[config.mk]
export PLATFORM = sky130hd
export DESIGN_NAME = tsa_core
export DESIGN_NICKNAME = d
export VERILOG_FILES = /design/src/tsa_pkg.sv /design/src/tsa_regfile.sv /design/src/tsa_core.sv
export SDC_FILE = /design/constraint.sdc
export NUM_CORES = 1
export LEC_CHECK = 0
export ABC_AREA = 1
export BUFFER_PORTS_ARGS = -buffer_cell sky130_fd_sc_hd__buf_4
export CAP_MARGIN = 20
export CORE_UTILIZATION = 64
export CTS_BUF_LIST = sky130_fd_sc_hd__clkbuf_4
export DETAILED_ROUTE_END_ITERATION = 12
export GPL_TIMING_DRIVEN = 0
export PLACE_DENSITY = 0.89
export SLEW_MARGIN = 20
export SYNTH_ARGS = -nofsm -noshare
export SYNTH_HDL_FRONTEND = slang
export SYNTH_SLANG_ARGS = --single-unit
[constraint.sdc]
create_clock -name mclk_i -period 4.6 [get_ports mclk_i]
set_input_delay 0.69 -clock mclk_i [delete_from_list [all_inputs] [get_ports mclk_i]]
set_output_delay 0.69 -clock mclk_i [all_outputs]
set_load 0.01 [all_outputs]
[src/tsa_pkg.sv]
// package for the temperature sensor alarm core: register indices, fields,
// reset values, timing constants and the carrier structs.
// assumes a 200 MHz core clock and a serial front end on the same clock.
package tsa_pkg;

    // pointer values selecting the six data registers
    localparam logic [2:0] TSA_PTR_TEMP  = 3'h0;
    localparam logic [2:0] TSA_PTR_CFG   = 3'h1;
    localparam logic [2:0] TSA_PTR_HYST  = 3'h2;
    localparam logic [2:0] TSA_PTR_CRIT  = 3'h3;
    localparam logic [2:0] TSA_PTR_LOW   = 3'h4;
    localparam logic [2:0] TSA_PTR_HIGH  = 3'h5;

    // reset values
    localparam logic [15:0] TSA_RST_TEMP = 16'h0000;
    localparam logic [7:0]  TSA_RST_CFG  = 8'h00;
    localparam logic [15:0] TSA_RST_HYST = 16'h0100;
    localparam logic [15:0] TSA_RST_CRIT = 16'h2800;
    localparam logic [15:0] TSA_RST_LOW  = 16'h0500;
    localparam logic [15:0] TSA_RST_HIGH = 16'h2000;

    // configuration field positions
    localparam int TSA_CFG_SHDN   = 0;
    localparam int TSA_CFG_INTM   = 1;
    localparam int TSA_CFG_OTPOL  = 2;
    localparam int TSA_CFG_ALPOL  = 3;
    localparam int TSA_CFG_FQEN   = 4;
    localparam int TSA_CFG_TODIS  = 5;
    localparam logic [7:0] TSA_CFG_WMASK = 8'h3F;

    // temperature result layout: flags in the three lowest bits
    localparam int TSA_FLAG_CRIT  = 2;
    localparam int TSA_FLAG_HIGH  = 1;
    localparam int TSA_FLAG_LOW   = 0;
    localparam logic [15:0] TSA_DATA_MASK = 16'hFFF8;

    // fault queue depths
    localparam logic [2:0] TSA_DEPTH_1 = 3'h1;
    localparam logic [2:0] TSA_DEPTH_4 = 3'h4;

    // conversion period
    localparam longint TSA_CLK_HZ     = 200000000;
    localparam longint TSA_CONV_MS    = 500;
    localparam longint TSA_CONV_CYC   = (TSA_CLK_HZ * TSA_CONV_MS) / 1000;

    // register access request from the serial front end
    typedef struct packed {
        logic        ptr_wr;
        logic [2:0]  ptr;
        logic        wr;
        logic        rd;
        logic [15:0] wdata;
    } tsa_req_t;

    // conversion result from the analog side
    typedef struct packed {
        logic        valid;
        logic [12:0] code;
    } tsa_adc_t;

endpackage

[src/tsa_regfile.sv]
// small register store for the limit and hysteresis words.
// assumes one writer and registered read data, all on one clock.
`timescale 1ns/1ps
module tsa_regfile
    import tsa_pkg::*;
(
    input  wire logic        mclk_i,
    input  wire logic        reset_n_i,
    input  wire logic        wr_i,
    input  wire logic [1:0]  waddr_i,
    input  wire logic [15:0] wdata_i,
    input  wire logic [1:0]  raddr_i,
    output logic      [15:0] rdata_o,
    output logic      [15:0] hyst_o,
    output logic      [15:0] crit_o,
    output logic      [15:0] low_o,
    output logic      [15:0] high_o
);
    logic [15:0] mem_reg [4];
    logic [15:0] rdata_reg;

    // entries reset to their documented power-on values
    always_ff @(posedge mclk_i or negedge reset_n_i)
    begin
        if (!reset_n_i)
        begin
            mem_reg[0] <= TSA_RST_HYST;
            mem_reg[1] <= TSA_RST_CRIT;
            mem_reg[2] <= TSA_RST_LOW;
            mem_reg[3] <= TSA_RST_HIGH;
            rdata_reg  <= 16'h0000;
        end
        else
        begin
            if (wr_i)
                mem_reg[waddr_i] <= wdata_i;
            rdata_reg <= mem_reg[raddr_i];
        end
    end

    assign rdata_o = rdata_reg;
    assign hyst_o  = mem_reg[0];
    assign crit_o  = mem_reg[1];
    assign low_o   = mem_reg[2];
    assign high_o  = mem_reg[3];
endmodule

[src/tsa_core.sv]
// temperature sensor alarm core: pointer-selected registers, result
// register with flags, conversion pacing, fault queues and alarm pins.
// assumes the serial front end decodes frames and runs on mclk_i; the
// adc result strobe arrives from another domain as a toggle of the valid flag.
`timescale 1ns/1ps
module tsa_core
    import tsa_pkg::*;
#(
    parameter longint CONV_CYC = TSA_CONV_CYC
)
(
    input  wire logic        mclk_i,
    input  wire logic        reset_n_i,
    input  wire tsa_pkg::tsa_req_t req_i,
    input  wire tsa_pkg::tsa_adc_t adc_i,
    output logic      [15:0] rdata_o,
    output logic             conv_start_o,
    output logic             conv_abort_o,
    output logic             bus_timeout_en_o,
    output logic             alert_out_o,
    output logic             alert_oe_o,
    output logic             overtemp_out_o,
    output logic             overtemp_oe_o
);
    import tsa_pkg::*;

    typedef enum logic [1:0]
    {
        TSA_IDLE = 2'b01,
        TSA_CONV = 2'b10
    } tsa_state_t;

    tsa_state_t  state_reg, state_next;
    logic [2:0]  ptr_reg;
    logic [7:0]  cfg_reg;
    logic [15:0] temp_reg;
    logic [31:0] tick_reg;
    logic        adc_s1_reg, adc_s2_reg, adc_s3_reg;
    logic [12:0] code_reg;
    logic [2:0]  al_cnt_reg, ot_cnt_reg;
    logic        al_act_reg, ot_act_reg;
    logic        al_arm_hi_reg;
    logic        al_low_reg;
    logic        rd_d_reg;
    logic        al_out_reg, ot_out_reg, al_oe_reg, ot_oe_reg;
    logic [15:0] rdata_reg;
    logic        start_reg, abort_reg;

    wire [15:0] hyst_w, crit_w, low_w, high_w, rf_rdata;
    wire        rf_wr;
    wire [1:0]  rf_waddr;
    wire [1:0]  rf_raddr;

    // limits and hysteresis live in the small store
    tsa_regfile u_rf
    (
        .mclk_i    (mclk_i),
        .reset_n_i (reset_n_i),
        .wr_i      (rf_wr),
        .waddr_i   (rf_waddr),
        .wdata_i   (req_i.wdata),
        .raddr_i   (rf_raddr),
        .rdata_o   (rf_rdata),
        .hyst_o    (hyst_w),
        .crit_o    (crit_w),
        .low_o     (low_w),
        .high_o    (high_w)
    );

    wire [2:0] sel      = req_i.ptr_wr ? req_i.ptr : ptr_reg;
    wire       rf_hit   = (sel >= TSA_PTR_HYST) && (sel <= TSA_PTR_HIGH);
    wire [2:0] sel_off  = sel - TSA_PTR_HYST;
    assign rf_wr    = req_i.wr && rf_hit;
    assign rf_waddr = sel_off[1:0];
    assign rf_raddr = sel_off[1:0];
    wire       cfg_wr   = req_i.wr && (sel == TSA_PTR_CFG);
    wire       temp_rd  = req_i.rd && (sel == TSA_PTR_TEMP);
    wire       any_rd   = req_i.rd;

    wire shdn   = cfg_reg[TSA_CFG_SHDN];
    wire intm   = cfg_reg[TSA_CFG_INTM];
    wire ot_pol = cfg_reg[TSA_CFG_OTPOL];
    wire al_pol = cfg_reg[TSA_CFG_ALPOL];
    wire [2:0] depth = cfg_reg[TSA_CFG_FQEN] ? TSA_DEPTH_4 : TSA_DEPTH_1;

    // sign-extended comparisons in the result format
    wire signed [16:0] t_s   = {code_reg[12], code_reg, 3'h0};
    wire signed [16:0] hi_s  = {high_w[15], high_w[15:3], 3'h0};
    wire signed [16:0] lo_s  = {low_w[15], low_w[15:3], 3'h0};
    wire signed [16:0] cr_s  = {crit_w[15], crit_w[15:3], 3'h0};
    wire signed [16:0] hy_s  = {hyst_w[15], hyst_w[15:3], 3'h0};
    wire over_hi  = t_s > hi_s;
    wire under_lo = t_s < lo_s;
    wire over_cr  = t_s > cr_s;
    wire rel_hi   = t_s < (hi_s - hy_s);
    wire rel_lo   = t_s > (lo_s + hy_s);
    wire rel_cr   = t_s < (cr_s - hy_s);

    // alert condition: fault while idle, release while active
    wire al_fault = al_arm_hi_reg ? rel_hi : (over_hi || under_lo);
    // release watches only the side that raised the alarm, else a high
    // alarm would drop at once because the reading sits above low plus hyst
    wire al_rel   = al_low_reg ? rel_lo : rel_hi;
    wire al_cond  = al_act_reg ? al_rel : al_fault;
    wire ot_cond  = ot_act_reg ? rel_cr : over_cr;

    // adc result strobe sync: stage one feeds stage two only
    wire adc_new = adc_s2_reg ^ adc_s3_reg;

    // pointer and configuration writes
    always_ff @(posedge mclk_i or negedge reset_n_i)
    begin
        if (!reset_n_i)
        begin
            ptr_reg <= TSA_PTR_TEMP;
            cfg_reg <= TSA_RST_CFG;
        end
        else
        begin
            if (req_i.ptr_wr)
                ptr_reg <= req_i.ptr;
            // configuration write, reserved bits held zero
            if (cfg_wr)
                cfg_reg <= req_i.wdata[7:0] & TSA_CFG_WMASK;
        end
    end

    // conversion pacing state machine
    always_comb
    begin
        state_next = state_reg;
        unique case (state_reg)
            TSA_IDLE:
                if (!shdn && tick_reg == 32'h0)
                    state_next = TSA_CONV;
            // a tick while busy restarts the conversion so pacing never stalls
            TSA_CONV:
                if (shdn || temp_rd || (adc_new && tick_reg != 32'h0))
                    state_next = TSA_IDLE;
        endcase
    end

    // pacing, abort on temperature read, stop in shutdown
    always_ff @(posedge mclk_i or negedge reset_n_i)
    begin
        if (!reset_n_i)
        begin
            state_reg <= TSA_IDLE;
            tick_reg  <= 32'h0;
            start_reg <= 1'b0;
            abort_reg <= 1'b0;
        end
        else
        begin
            state_reg <= state_next;
            start_reg <= (state_next == TSA_CONV) && (tick_reg == 32'h0) && !shdn;
            abort_reg <= (state_reg == TSA_CONV) && (shdn || temp_rd) && !adc_new;
            if (shdn)
                tick_reg <= 32'h0;
            else if (tick_reg == 32'(CONV_CYC - 1))
                tick_reg <= 32'h0;
            else
                tick_reg <= tick_reg + 32'h1;
        end
    end

    // result strobe synchroniser and capture
    always_ff @(posedge mclk_i or negedge reset_n_i)
    begin
        if (!reset_n_i)
        begin
            adc_s1_reg <= 1'b0;
            adc_s2_reg <= 1'b0;
            adc_s3_reg <= 1'b0;
            code_reg   <= 13'h0000;
        end
        else
        begin
            adc_s1_reg <= adc_i.valid;
            adc_s2_reg <= adc_s1_reg;
            adc_s3_reg <= adc_s2_reg;
            if (adc_new && state_reg == TSA_CONV && !temp_rd)
                code_reg <= adc_i.code;
        end
    end
    wire result_done = adc_new && state_reg == TSA_CONV && !temp_rd;
    logic done_d_reg;
    always_ff @(posedge mclk_i or negedge reset_n_i)
    begin
        if (!reset_n_i)
            done_d_reg <= 1'b0;
        else
            done_d_reg <= result_done;
    end

    // result word, flag bits stored as zero, kept through shutdown
    always_ff @(posedge mclk_i or negedge reset_n_i)
    begin
        if (!reset_n_i)
            temp_reg <= TSA_RST_TEMP;
        else if (done_d_reg)
            temp_reg <= {code_reg, 3'h0};
    end

    // alert queue and state; compare runs the cycle after a result lands
    always_ff @(posedge mclk_i or negedge reset_n_i)
    begin
        if (!reset_n_i)
        begin
            al_cnt_reg    <= 3'h0;
            al_act_reg    <= 1'b0;
            al_arm_hi_reg <= 1'b0;
            al_low_reg    <= 1'b0;
        end
        else if (shdn)
            al_cnt_reg <= 3'h0;
        else
        begin
            // interrupt cleared by any read, rearm on hysteresis
            if (intm && al_act_reg && any_rd)
            begin
                al_act_reg    <= 1'b0;
                al_arm_hi_reg <= over_hi;
                al_cnt_reg    <= 3'h0;
            end
            else if (done_d_reg)
            begin
                if (al_cond)
                begin
                    if (al_cnt_reg + 3'h1 >= depth)
                    begin
                        al_act_reg <= intm ? 1'b1 : !al_act_reg;
                        al_cnt_reg <= 3'h0;
                        if (!al_act_reg)
                        begin
                            al_arm_hi_reg <= 1'b0;
                            al_low_reg    <= under_lo;
                        end
                    end
                    else
                        al_cnt_reg <= al_cnt_reg + 3'h1;
                end
                else
                    al_cnt_reg <= 3'h0;
            end
        end
    end

    always_ff @(posedge mclk_i or negedge reset_n_i)
    begin
        if (!reset_n_i)
        begin
            ot_cnt_reg <= 3'h0;
            ot_act_reg <= 1'b0;
        end
        else if (shdn)
            ot_cnt_reg <= 3'h0;
        else if (done_d_reg)
        begin
            if (ot_cond)
            begin
                if (ot_cnt_reg + 3'h1 >= depth)
                begin
                    ot_act_reg <= !ot_act_reg;
                    ot_cnt_reg <= 3'h0;
                end
                else
                    ot_cnt_reg <= ot_cnt_reg + 3'h1;
            end
            else
                ot_cnt_reg <= 3'h0;
        end
    end

    // open-drain pins with polarity, frozen in shutdown
    always_ff @(posedge mclk_i or negedge reset_n_i)
    begin
        if (!reset_n_i)
        begin
            al_out_reg <= 1'b0;
            al_oe_reg  <= 1'b0;
            ot_out_reg <= 1'b0;
            ot_oe_reg  <= 1'b0;
        end
        else
        begin
            al_out_reg <= 1'b0;
            ot_out_reg <= 1'b0;
            if (!shdn)
            begin
                // pin pulls low when the level to show is low
                al_oe_reg <= !(al_act_reg ~^ al_pol);
                ot_oe_reg <= !(ot_act_reg ~^ ot_pol);
            end
        end
    end

    // read data mux, registered
    always_ff @(posedge mclk_i or negedge reset_n_i)
    begin
        if (!reset_n_i)
            rdata_reg <= 16'h0000;
        else if (req_i.rd)
            // flags are the live alarm states beside the stored result
            rdata_reg <= (sel == TSA_PTR_TEMP) ? {temp_reg[15:3], ot_act_reg,
                                                  al_act_reg && !al_low_reg,
                                                  al_act_reg && al_low_reg} :
                         (sel == TSA_PTR_CFG)  ? {8'h00, cfg_reg} : 16'h0000;
    end
    logic rf_rd_d_reg;
    always_ff @(posedge mclk_i or negedge reset_n_i)
    begin
        if (!reset_n_i)
        begin
            rf_rd_d_reg <= 1'b0;
            rd_d_reg    <= 1'b0;
        end
        else
        begin
            rf_rd_d_reg <= req_i.rd && rf_hit;
            rd_d_reg    <= req_i.rd;
        end
    end

    logic [15:0] rdata_out_reg;
    always_ff @(posedge mclk_i or negedge reset_n_i)
    begin
        if (!reset_n_i)
            rdata_out_reg <= 16'h0000;
        else if (rd_d_reg)
            rdata_out_reg <= rf_rd_d_reg ? rf_rdata : rdata_reg;
    end

    logic tmo_reg;
    always_ff @(posedge mclk_i or negedge reset_n_i)
    begin
        if (!reset_n_i)
            tmo_reg <= 1'b1;
        else
            tmo_reg <= !cfg_reg[TSA_CFG_TODIS];
    end

    assign rdata_o          = rdata_out_reg;
    assign conv_start_o     = start_reg;
    assign conv_abort_o     = abort_reg;
    assign bus_timeout_en_o = tmo_reg;
    assign alert_out_o      = al_out_reg;
    assign alert_oe_o       = al_oe_reg;
    assign overtemp_out_o   = ot_out_reg;
    assign overtemp_oe_o    = ot_oe_reg;
endmodule

==> results of run 1 <==
## critical path, cell delays in order, from the launching register on
cell      delay, ps
dfrtp_1         480
ha_1            190
inv_1            60
fa_1            400
a21oi_1         230
o21bai_1        180
a21oi_2         230
o21ai_0         160
a21oi_1         180
nor2_1           60
nor2_1          130
xor2_1           80
ha_1            270
nand2_1          70
nor2_1          220
nand2_1          80
nor2_1          150
nand2_1         170
nand2_1         120
nand2_1          80
nand2_1          80
nor2_1           60
a21oi_2         150
nand2_1         110
nand2_1          60
nand2_1          50
nand2_1          60
nand2_1          50
## report_power, final
part	internal, mW	leakage [nW]	total [mW]	switching [mW]
logic	1.93	4.03	5.05	3.12
clock network	0.780	0.389	1.56	0.781
registers	2.27	2.58	2.82	0.555
## placed cells by master, fill, tap and decap left out, types with 16 or more instances in the layout
| master | n |
|---|---|
| clkbuf_4 | 71 |
| clkinv_1 | 19 |
| nand4_1 | 19 |
| o21ai_0 | 81 |
| xor2_1 | 34 |
| ha_1 | 125 |
| dfrtp_1 | 194 |
| a21oi_1 | 91 |
| o21ai_1 | 50 |
| nor3_1 | 34 |
| buf_4 | 59 |
| buf_2 | 18 |
| inv_1 | 215 |
| nand3_1 | 43 |
| nand2_1 | 359 |
| a22oi_1 | 16 |
| nor2_1 | 111 |
| a31oi_1 | 17 |
## cell families after synthesis
family / after synthesis
AOI/OAI and AO/OA: 305
xor gates and xnor gates: 49
adders and majority gates: 128
buffers and inverters: 263
DFF: 202
other: 1
and+or+nand+nor: 608
## path summary, 6_finish.rpt
check | from | to | depth (start not counted)
setup / recovery | u_rf.hyst_o[3] | al_arm_hi_reg | 27
hold / removal | reset_n_i | rdata_o[4] | 1
setup reg to reg | u_rf.hyst_o[3] | al_arm_hi_reg | 27
hold reg to reg | adc_s1_reg | adc_s2_reg | 0
max in group asynchronous | reset_n_i | u_rf.high_o[0] | 2
min in group mclk_i | adc_i[13] | adc_s1_reg | 1
## metrics by stage
| stage | setup TNS (ps) | hold slack (ps) | util (%) | std cells |
|---|---|---|---|---|
| floorplan | 0 | 331 | - | 1557 |
| global placement | 0 | 337 | 70.1 | 1875 |
| detailed placement | 0 | 347 | 70.3 | 1876 |
| CTS | 0 | 35.3 | 73.8 | 1972 |
| global route | -0.595 | 59.1 | 73.9 | 1973 |
| finish | 0 | 27.8 | 73.9 | 1973 |
## final cells by class
cell class / instances / area share, %
Sequential cell: 202 / 36.3
Clock inverter: 25 / 0.959
Multi-Input combinational cell: 1092 / 45.8
Clock buffer: 71 / 3.82
Antenna cell: 1 / 0.0179
Timing Repair Buffer: 59 / 3.37
Tap cell: 260 / 2.33
Inverter: 226 / 6.08
Buffer: 37 / 1.32
## metal layers
layer | global-route usage [%] | part of all wire, % | vias to the layer above | wire (um)
met4 | 15.7 | 4.1 | 2 | 1360
met5 | 0 | 0.036 | - | 12
met1 | 43.6 | 42 | 5354 | 14000
li1 | - | - | 5390 | -
met2 | 56.7 | 46 | 475 | 15500
met3 | 7.83 | 8.1 | 104 | 2730
==> flow_summary.json, run 1 <==
{
  "status": "finished, final reports clean",
  "r2r_slack_ps": 320,
  "synth-simple-area-share_pct": 20.9,
  "max-cap-violations": 0,
  "criticalPathCategory": "reg -> reg",
  "start_util_pct": 66.0,
  "first_pass_iters": 6,
  "grtUsageTotal_pct": 34.5,
  "power.total_mw": 9.43,
  "vias": 11300,
  "ctsResizeCount": 0,
  "fin_nets": 1835,
  "worst_slew_pin_slew_ps": 754,
  "multi_input_area_sq_um": 6400,
  "postSynthAreaPerCell_sq_um": 8.02,
  "async_flop_share_pct": 100,
  "synth_area_leaders": "dfrtp_1 39%, ha_1 13%, nand2_1 11%",
  "ctsHoldBuffers": 0,
  "vdd_drop_max_mv": 0.318,
  "post-dp-hpwl_um": 25400,
  "syn_to_final_growth_pct": 11.9,
  "end_kind": "flip-flop",
  "synth_most_common_cell": "nand2_1",
  "grt_pass1_wl_um": 53500,
  "path_clk_slew_ps": 80,
  "synth_top_family_by_area": "simple AND/OR/NAND/NOR gates",
  "grt_pass1_vias": 11000,
  "worst_slack_ps": 321,
  "ys_ff_latch": 202,
  "synthFlopType": "dfrtp_1",
  "fin_area_sq_um": 14000,
  "synth_common_cells": "359 x nand2_1, 215 x inv_1, 194 x dfrtp_1, 125 x ha_1, 112 x nor2_1",
  "fin_crit_sh_pct": 93.0,
  "cts_tree": "yes",
  "power.density_nw_per_um2": 676,
  "slew_viol_final": 0,
  "drive_above_1_share_pct": 12.3,
  "place_area_sq_um": 13300,
  "yosysWarnings": 0,
  "hp-class": "in -> async",
  "synth_compound_area_share_pct": 13.7,
  "grt_max_degree": 104,
  "drc": 0,
  "fp.dieArea_sq_um": 20100,
  "antenna_found_initial": 2,
  "io_pins": 61,
  "crit_path_start_kind": "flip-flop",
  "synthCells": 1556,
  "io_buffer_count": 58,
  "largest_reg_flops": 32,
  "maxSlewHeadroom_pct": 49.7,
  "globalplace.congestion": 0.972,
  "die_width_um": 142,
  "ys_seq_area_share_pct": 40.6,
  "fmax_ghz": 0.234,
  "fin_crit_ps": 4280,
  "routed_wl_um": 33600,
  "pre_cts_slack_ps": 217,
  "cts.sinks": 202,
  "vias_per_cell": 5.74,
  "ys_types": 51,
  "cts_buffer_depth": 3,
  "synth_top_area_share_pct": 38.9,
  "p_leak_nw": 7.00,
  "arrival_ps": 4860,
  "seq_area_sq_um": 5060,
  "htreeDepth": 2,
  "drt-wirelength-per-cell_um": 17.0,
  "fp-row-count": 50,
  "yosysTopAreaCell": "dfrtp_1",
  "cts_setup_buffers": 0,
  "n_fill_cell": 1449,
  "synth_edf_count": 0,
  "synthAdderAreaFrac_pct": 13.0,
  "drt_iter0_drc": 926,
  "crit_path_max_fanout": 5,
  "finalSetupViolCount": 0,
  "hold_viol_final": 0,
  "cts_buffers": 51,
  "skew_ps": 61.4,
  "cp_data_required_time_ps": 5180,
  "clockRootBuffer": "clkbuf_4",
  "clock_latency_ps": 690,
  "core-area_sq_um": 18900,
  "ant_nets": 0,
  "die_h_um": 142,
  "overflow": 0,
  "yosys.area_share.xor_xnor_pct": 3.44,
  "muxShareOfSynthArea_pct": 0,
  "synth_area_sq_um": 12500
}
(Power assumes the default switching activity.)
==> run 2, diff against run 1 <==
Settings changed: CORE_UTILIZATION 64 to 65, PLACE_DENSITY 0.89 to 0.9, SYNTH_HIERARCHICAL set to 1.
==> run 2 against run 1 <==
  * Hold slack improved by 85 ps
  * First-iteration DRC count fell by 0.11%
  * Register-to-register slack got worse by 70 ps
  * Final cell count rose by 9.3%
  * Sequential power barely moved
  * Sequential share of layout area fell by 1.9 points
  * Final area rose by 5.5%
  * Largest power group unchanged
  * Synthesized cell count rose by 12%
  * Worst setup slack got worse by 70 ps
  * Via count rose by 9.1%
==> flow_summary.json, run 2 <==
{
  "fmax_ghz": 0.230,
  "drive_above_1_share_pct": 11.7,
  "ant_nets": 0,
  "routed_wl_um": 35700,
  "largest_reg_flops": 32,
  "fin_crit_sh_pct": 94.5,
  "async_flop_share_pct": 100,
  "grt_pass1_wl_um": 57800,
  "status": "finished, final reports clean",
  "path_delay_family": "simple AND/OR/NAND/NOR gates",
  "path_clk_slew_ps": 70,
  "grtUsageTotal_pct": 36.1,
  "crit_buf_inv": 1,
  "crit_path_start_kind": "flip-flop",
  "drt-wirelength-per-cell_um": 16.6,
  "post-dp-hpwl_um": 27500,
  "slew_viol_final": 0,
  "yosysWarnings": 6,
  "crit_top_cell": "nand2_1",
  "cts_buffer_depth": 3,
  "postSynthAreaPerCell_sq_um": 7.60,
  "synth_edf_count": 0,
  "startpoint": "u_rf/hyst_o[3]",
  "antenna_found_initial": 2,
  "synth_area_sq_um": 13200,
  "power.density_nw_per_um2": 608,
  "end_kind": "flip-flop",
  "p_leak_nw": 7.81,
  "ys_seq_area_share_pct": 38.3,
  "maxSlewHeadroom_pct": 52.3,
  "grt_max_degree": 101,
  "synthCells": 1741,
  "ys_types": 56,
  "yosysTopAreaCell": "dfrtp_1",
  "arrival_ps": 4890,
  "grt_pass1_vias": 11900,
  "synthFlopType": "dfrtp_1",
  "cts_tree": "yes",
  "layout_commonest_cell": "nand2_1",
  "dpl.cell_count": 2067,
  "core-area_sq_um": 19700,
  "synth_most_common_cell": "nand2_1",
  "ys_ff_latch": 202,
  "synth_common_cells": "501 x nand2_1, 264 x inv_1, 194 x dfrtp_1, 125 x ha_1, 122 x nor2_1",
  "r2r_slack_ps": 250,
  "io_buffer_count": 58,
  "worst_slew_pin_slew_ps": 715,
  "tns_ps": 0,
  "max-cap-violations": 0,
  "min_from": "adc_i[13]",
  "hold_viol_final": 0,
  "first_pass_iters": 6,
  "power.total_mw": 8.95,
  "vdd_drop_max_mv": 0.445,
  "rsz0062_at_grt": "false",
  "mostFrequentLayoutCells": "501 x nand2_1, 264 x inv_1, 193 x dfrtp_1",
  "final_cells": 2157,
  "crit_path_max_fanout": 5,
  "start_util_pct": 67.1,
  "cp_data_required_time_ps": 5140,
  "fp-row-count": 51,
  "cts_buffers": 51,
  "synth_top_area_share_pct": 36.7,
  "syn_to_final_growth_pct": 11.3,
  "finalSetupViolCount": 0,
  "clockRootBuffer": "clkbuf_4",
  "die_width_um": 145,
  "cts.sinks": 202,
  "drt_iter0_drc": 925,
  "clock_latency_ps": 690,
  "htreeDepth": 2,
  "overflow": 0,
  "vias_per_cell": 5.73,
  "cpPeakStageDelay_ps": 470,
  "cts_setup_buffers": 0,
  "fp.dieArea_sq_um": 20900,
  "die_h_um": 145,
  "io_pins": 61,
  "r2r_start": "u_rf/hyst_o[3]",
  "globalplace.congestion": 0.960,
  "slowest_stage": "dfrtp_2",
  "fin_crit_ps": 4350,
  "vias": 12400,
  "skew_ps": 48.2,
  "synth_area_leaders": "dfrtp_1 37%, nand2_1 14%, ha_1 12%",
  "criticalPathCategory": "reg -> reg",
  "hp-class": "in -> reg",
  "fin_nets": 2022,
  "drc": 0
}
## run 2: stage by stage
step | cell area (sq um) | setup WS (ps) | util [%] | hold WS [ps]
global placement | 14000 | 293 | 71.1 | 333
global route | 14700 | 14.6 | 74.7 | 65.1
floorplan | 13200 | 1250 | - | 331
detailed placement | 14100 | 171 | 71.4 | 348
finish | 14700 | 251 | 74.7 | 113
CTS | 14700 | 92.9 | 74.6 | 65.0
## run 2: routing by layer
layer	vias to the layer above	share of wire [%]	global-route usage, %
met4	2	3.4	15.7
met2	521	48	60.5
met1	5869	41	46.2
met5	-	0.039	0
li1	5855	-	-
met3	107	8.1	5.73
## run 2: final cells by class
class,count,area (sq um)
diodes,2,5.00
plain buffers,51,285
clock buffers,75,563
clock inverters,12,71.3
fillers,1459,4990
inverters,272,1020
multi-input cells,1217,6880
flip-flops and latches,202,5070
well taps,265,332
repair buffers,61,508
## run 2: repair_timing
action | 4_1_cts | 5_1_grt
endpoints found under the setup margin | 0 | 4
hold endpoints to repair | 38 | 0
gates resized for setup | 0 | 3
hold buffers | 1 | 0
## run 2: power breakdown
part | internal, mW | leakage [nW] | switching [mW]
combinational | 1.81 | 4.87 | 2.82
sequential | 2.22 | 2.56 | 0.591
clock | 0.794 | 0.379 | 0.729
total | 4.82 | 7.81 | 4.14
## run 2: path summary, 6_finish.rpt
check                      cells past startpoint         endpoint
min                                            1       adc_s1_reg
max                                           26    al_arm_hi_reg
max in group asynchronous                      4   u_rf/hyst_o[3]
min in group asynchronous                      2  u_rf/crit_o[12]
max reg2reg                                   26    al_arm_hi_reg
min reg2reg                                    0       adc_s2_reg
## run 2: cells by family after synthesis
family	count (synthesis)	share of synthesized area, %
and+or+nand+nor	818	26.9
xor gates and xnor gates	48	3.18
AOI/OAI and AO/OA	220	9.42
other	1	0.0283
muxes	1	0.0851
buffers and inverters	323	9.88
DFF	202	38.3
adders and majority gates	128	12.3
==> run 3, diff against run 2 <==
Settings changed: ABC_AREA 1 to unset, CORE_UTILIZATION 65 to 64, PLACE_DENSITY 0.9 to 0.89.
==> run 3 against run 2 <==
  * Sequential power grew 7%
  * Final cell count shrank 28%
  * Hold slack better by 18 ps
  * Count of clock-buffer cells in the layout down 5
  * Global-route usage decreased by 4.3 points
  * Critical endpoint is now al_low_reg
  * Largest power group unchanged
==> flow_summary.json, run 3 <==
{
  "hold_viol_final": 0,
  "vdd_drop_max_mv": 0.313,
  "switching_power_mw": 4.38,
  "io_buffer_count": 58,
  "fmax_ghz": 0.221,
  "crit_path_max_fanout": 7,
  "synthAdderAreaFrac_pct": 13.3,
  "die_width_um": 140,
  "criticalPathCategory": "reg -> reg",
  "status": "finished, final reports clean",
  "synth-simple-area-share_pct": 12.9,
  "synth_top_family_by_area": "adder cells",
  "syn_to_final_growth_pct": 12.4,
  "arrival_ps": 5080,
  "pre_cts_slack_ps": -134,
  "largest_reg_flops": 32,
  "synth_edf_count": 0,
  "p_comb_share_pct": 55.0,
  "drive_above_1_share_pct": 21.8,
  "fin_crit_sh_pct": 98.4,
  "mostFrequentLayoutCells": "193 x dfrtp_1, 125 x ha_1, 101 x inv_1",
  "synthCells": 1173,
  "first_pass_iters": 7,
  "min_path_cells": 1,
  "synth_area_leaders": "dfrtp_1 40%, ha_1 13%, mux2_2 7.9%",
  "postSynthAreaPerCell_sq_um": 10.4,
  "synth_compound_area_share_pct": 10.6,
  "post-dp-hpwl_um": 22600,
  "antenna_found_initial": 1,
  "crit_path_start_kind": "flip-flop",
  "cts_tree": "yes",
  "htreeDepth": 2,
  "vias_per_cell": 6.23,
  "tns_ps": 0,
  "switching_share_pct": 44.0,
  "cts_buffer_depth": 3,
  "finalSetupViolCount": 0,
  "clock_latency_ps": 670,
  "r2r_slack_ps": 70,
  "async_flop_share_pct": 100,
  "overflow": 0,
  "post-route-util_pct": 73.3,
  "synth_area_sq_um": 12200,
  "core-area_sq_um": 18700,
  "skew_ps": 40.5,
  "cts_buffers": 50,
  "grtUsageTotal_pct": 31.7,
  "max-cap-violations": 0,
  "power_frac_clock_pct": 14.8,
  "synth_common_cells": "194 x dfrtp_1, 125 x ha_1, 102 x inv_1, 93 x nor2_1",
  "fp.dieArea_sq_um": 19600,
  "ys_seq_area_share_pct": 41.5,
  "fin_crit_ps": 4530,
  "muxShareOfSynthArea_pct": 12.8,
  "start_util_pct": 65.2,
  "synthFlopType": "dfrtp_1",
  "path_clk_slew_ps": 70,
  "slew_viol_final": 0,
  "min_from": "adc_i[13]",
  "clockRootBuffer": "clkbuf_4",
  "yosysTopAreaCell": "dfrtp_1",
  "rr_worst_depth": 17,
  "r2r_end": "al_low_reg",
  "final_cells": 1558,
  "r2r_start": "u_rf/hyst_o[3]",
  "die_h_um": 140,
  "yosys.area_share.xor_xnor_pct": 4.45,
  "cp_data_required_time_ps": 5160,
  "worst_slack_ps": 72.4,
  "drt_iter0_drc": 622,
  "yosysWarnings": 6,
  "grt_pass1_wl_um": 48100,
  "worst_slew_pin_slew_ps": 892,
  "drt-wirelength-per-cell_um": 19.6,
  "grt_pass1_vias": 9778,
  "power.density_nw_per_um2": 725,
  "fp-row-count": 50,
  "fin_nets": 1454,
  "globalplace.congestion": 0.974,
  "p_int_mw": 5.56,
  "ys_types": 68,
  "drc": 0,
  "maxSlewHeadroom_pct": 40.5,
  "synth_top_area_share_pct": 39.8,
  "layout_commonest_cell": "dfrtp_1",
  "seq_area_sq_um": 5070,
  "min_to": "adc_s1_reg",
  "ys_ff_latch": 202,
  "cts.sinks": 202,
  "dpl.cell_count": 1468,
  "multi_input_area_sq_um": 6690,
  "io_pins": 61,
  "ant_nets": 0,
  "startpoint": "u_rf/hyst_o[3]",
  "routed_wl_um": 30500,
  "seq_power_share_pct": 30.2,
  "end_kind": "flip-flop",
  "vias": 9700,
  "synth_most_common_cell": "dfrtp_1",
  "p_leak_nw": 6.55,
  "hp-class": "in -> reg",
  "grt_max_degree": 79,
  "n_fill_cell": 1230
}
==> run 3: cell count changes after synthesis, sizes merged, moves of 14 or more <==
cell and delta:
nor2 -38, xnor2 +15, nor2b +15, mux2i +23, mux4 +16, mux2 +85
inv -169, nand3 -64, o21ai -39, a21oi -14, buf -22, nand4 -31
nand2 -417
==> run 3: worst max-delay path by stage <==
stage	to	slack, ps	depth (start not counted)
after floorplan	al_low_reg	550	19
after global placement	al_low_reg	20	17
after detailed placement	al_low_reg	-130	17
after CTS	ot_cnt_reg[2]	10	17
after global routing	al_low_reg	-30	17
final	al_low_reg	70	17
==> run 3: timing repair <==
item / CTS / global route
endpoints found under the setup margin: 2 / 7
hold endpoints to repair: 52 / 0
pin swaps: 0 / 4
resized for setup: 3 / 18
buffers inserted: 0 / 1
hold buffers: 1 / 0
==> run 3: logic make-up after synthesis <==
family / Yosys count
simple gates: 317
compound gates: 207
flops: 202
buf+inv: 131
fa+ha+maj: 128
mux: 125
xor+xnor: 62
other cells: 1
==> run 3: critical path, stage by stage, from the launching register on <==
cell      delay [ps]
dfrtp_1          430
ha_1             260
fa_1             420
a21o_1           220
a21oi_2          250
o21a_1           160
nor2_1            80
a41oi_2          310
a21oi_1          170
xnor2_1          170
ha_1             310
nand4_1          170
o41ai_2          140
a221o_1          320
a31oi_2          200
o311ai_4         180
or3_1            370
mux2_2           280
==> run 3: area by class of cell <==
cell class                 instances  area share, %
tap                              234           2.14
clock inverter                    17          0.693
multi-input combinational        841           48.7
clock buffer                      70           3.83
timing repair buffer              62           3.76
sequential                       202           36.9
antenna                            1         0.0182
inverter                         102           2.79
buffer                            29           1.08
==> run 3: through the flow <==
stage                     power [mW]  hold slack (ps)  cell area, sq um
after floorplan                 6.66              331             12200
after global placement          7.82              336             12900
final                           9.94              130             13700
after CTS                       9.73              108             13600
after detailed placement        8.19              340             13000
after global routing            10.7              111             13700
==> run 3: power groups by stage <==
stage / Clock, mW / Combinational [mW] / Sequential (mW)
3_3_place_gp: 0 / 4.87 / 2.95
4_1_cts: 1.50 / 5.27 / 2.97
3_5_place_dp: 0 / 5.20 / 2.99
6_report: 1.47 / 5.47 / 3.00
2_1_floorplan: 0 / 3.91 / 2.75
5_1_grt: 1.59 / 6.02 / 3.05
==> run 3: layer usage <==
metal  vias to the layer above  track usage [%]  part of all wire (%)
met4                         0             15.8                   4.5
li1                       4422                -                     -
met1                      4760             38.7                    40
met3                       125             7.08                   7.3
met5                         -                0                     0
met2                       393             53.3                    48
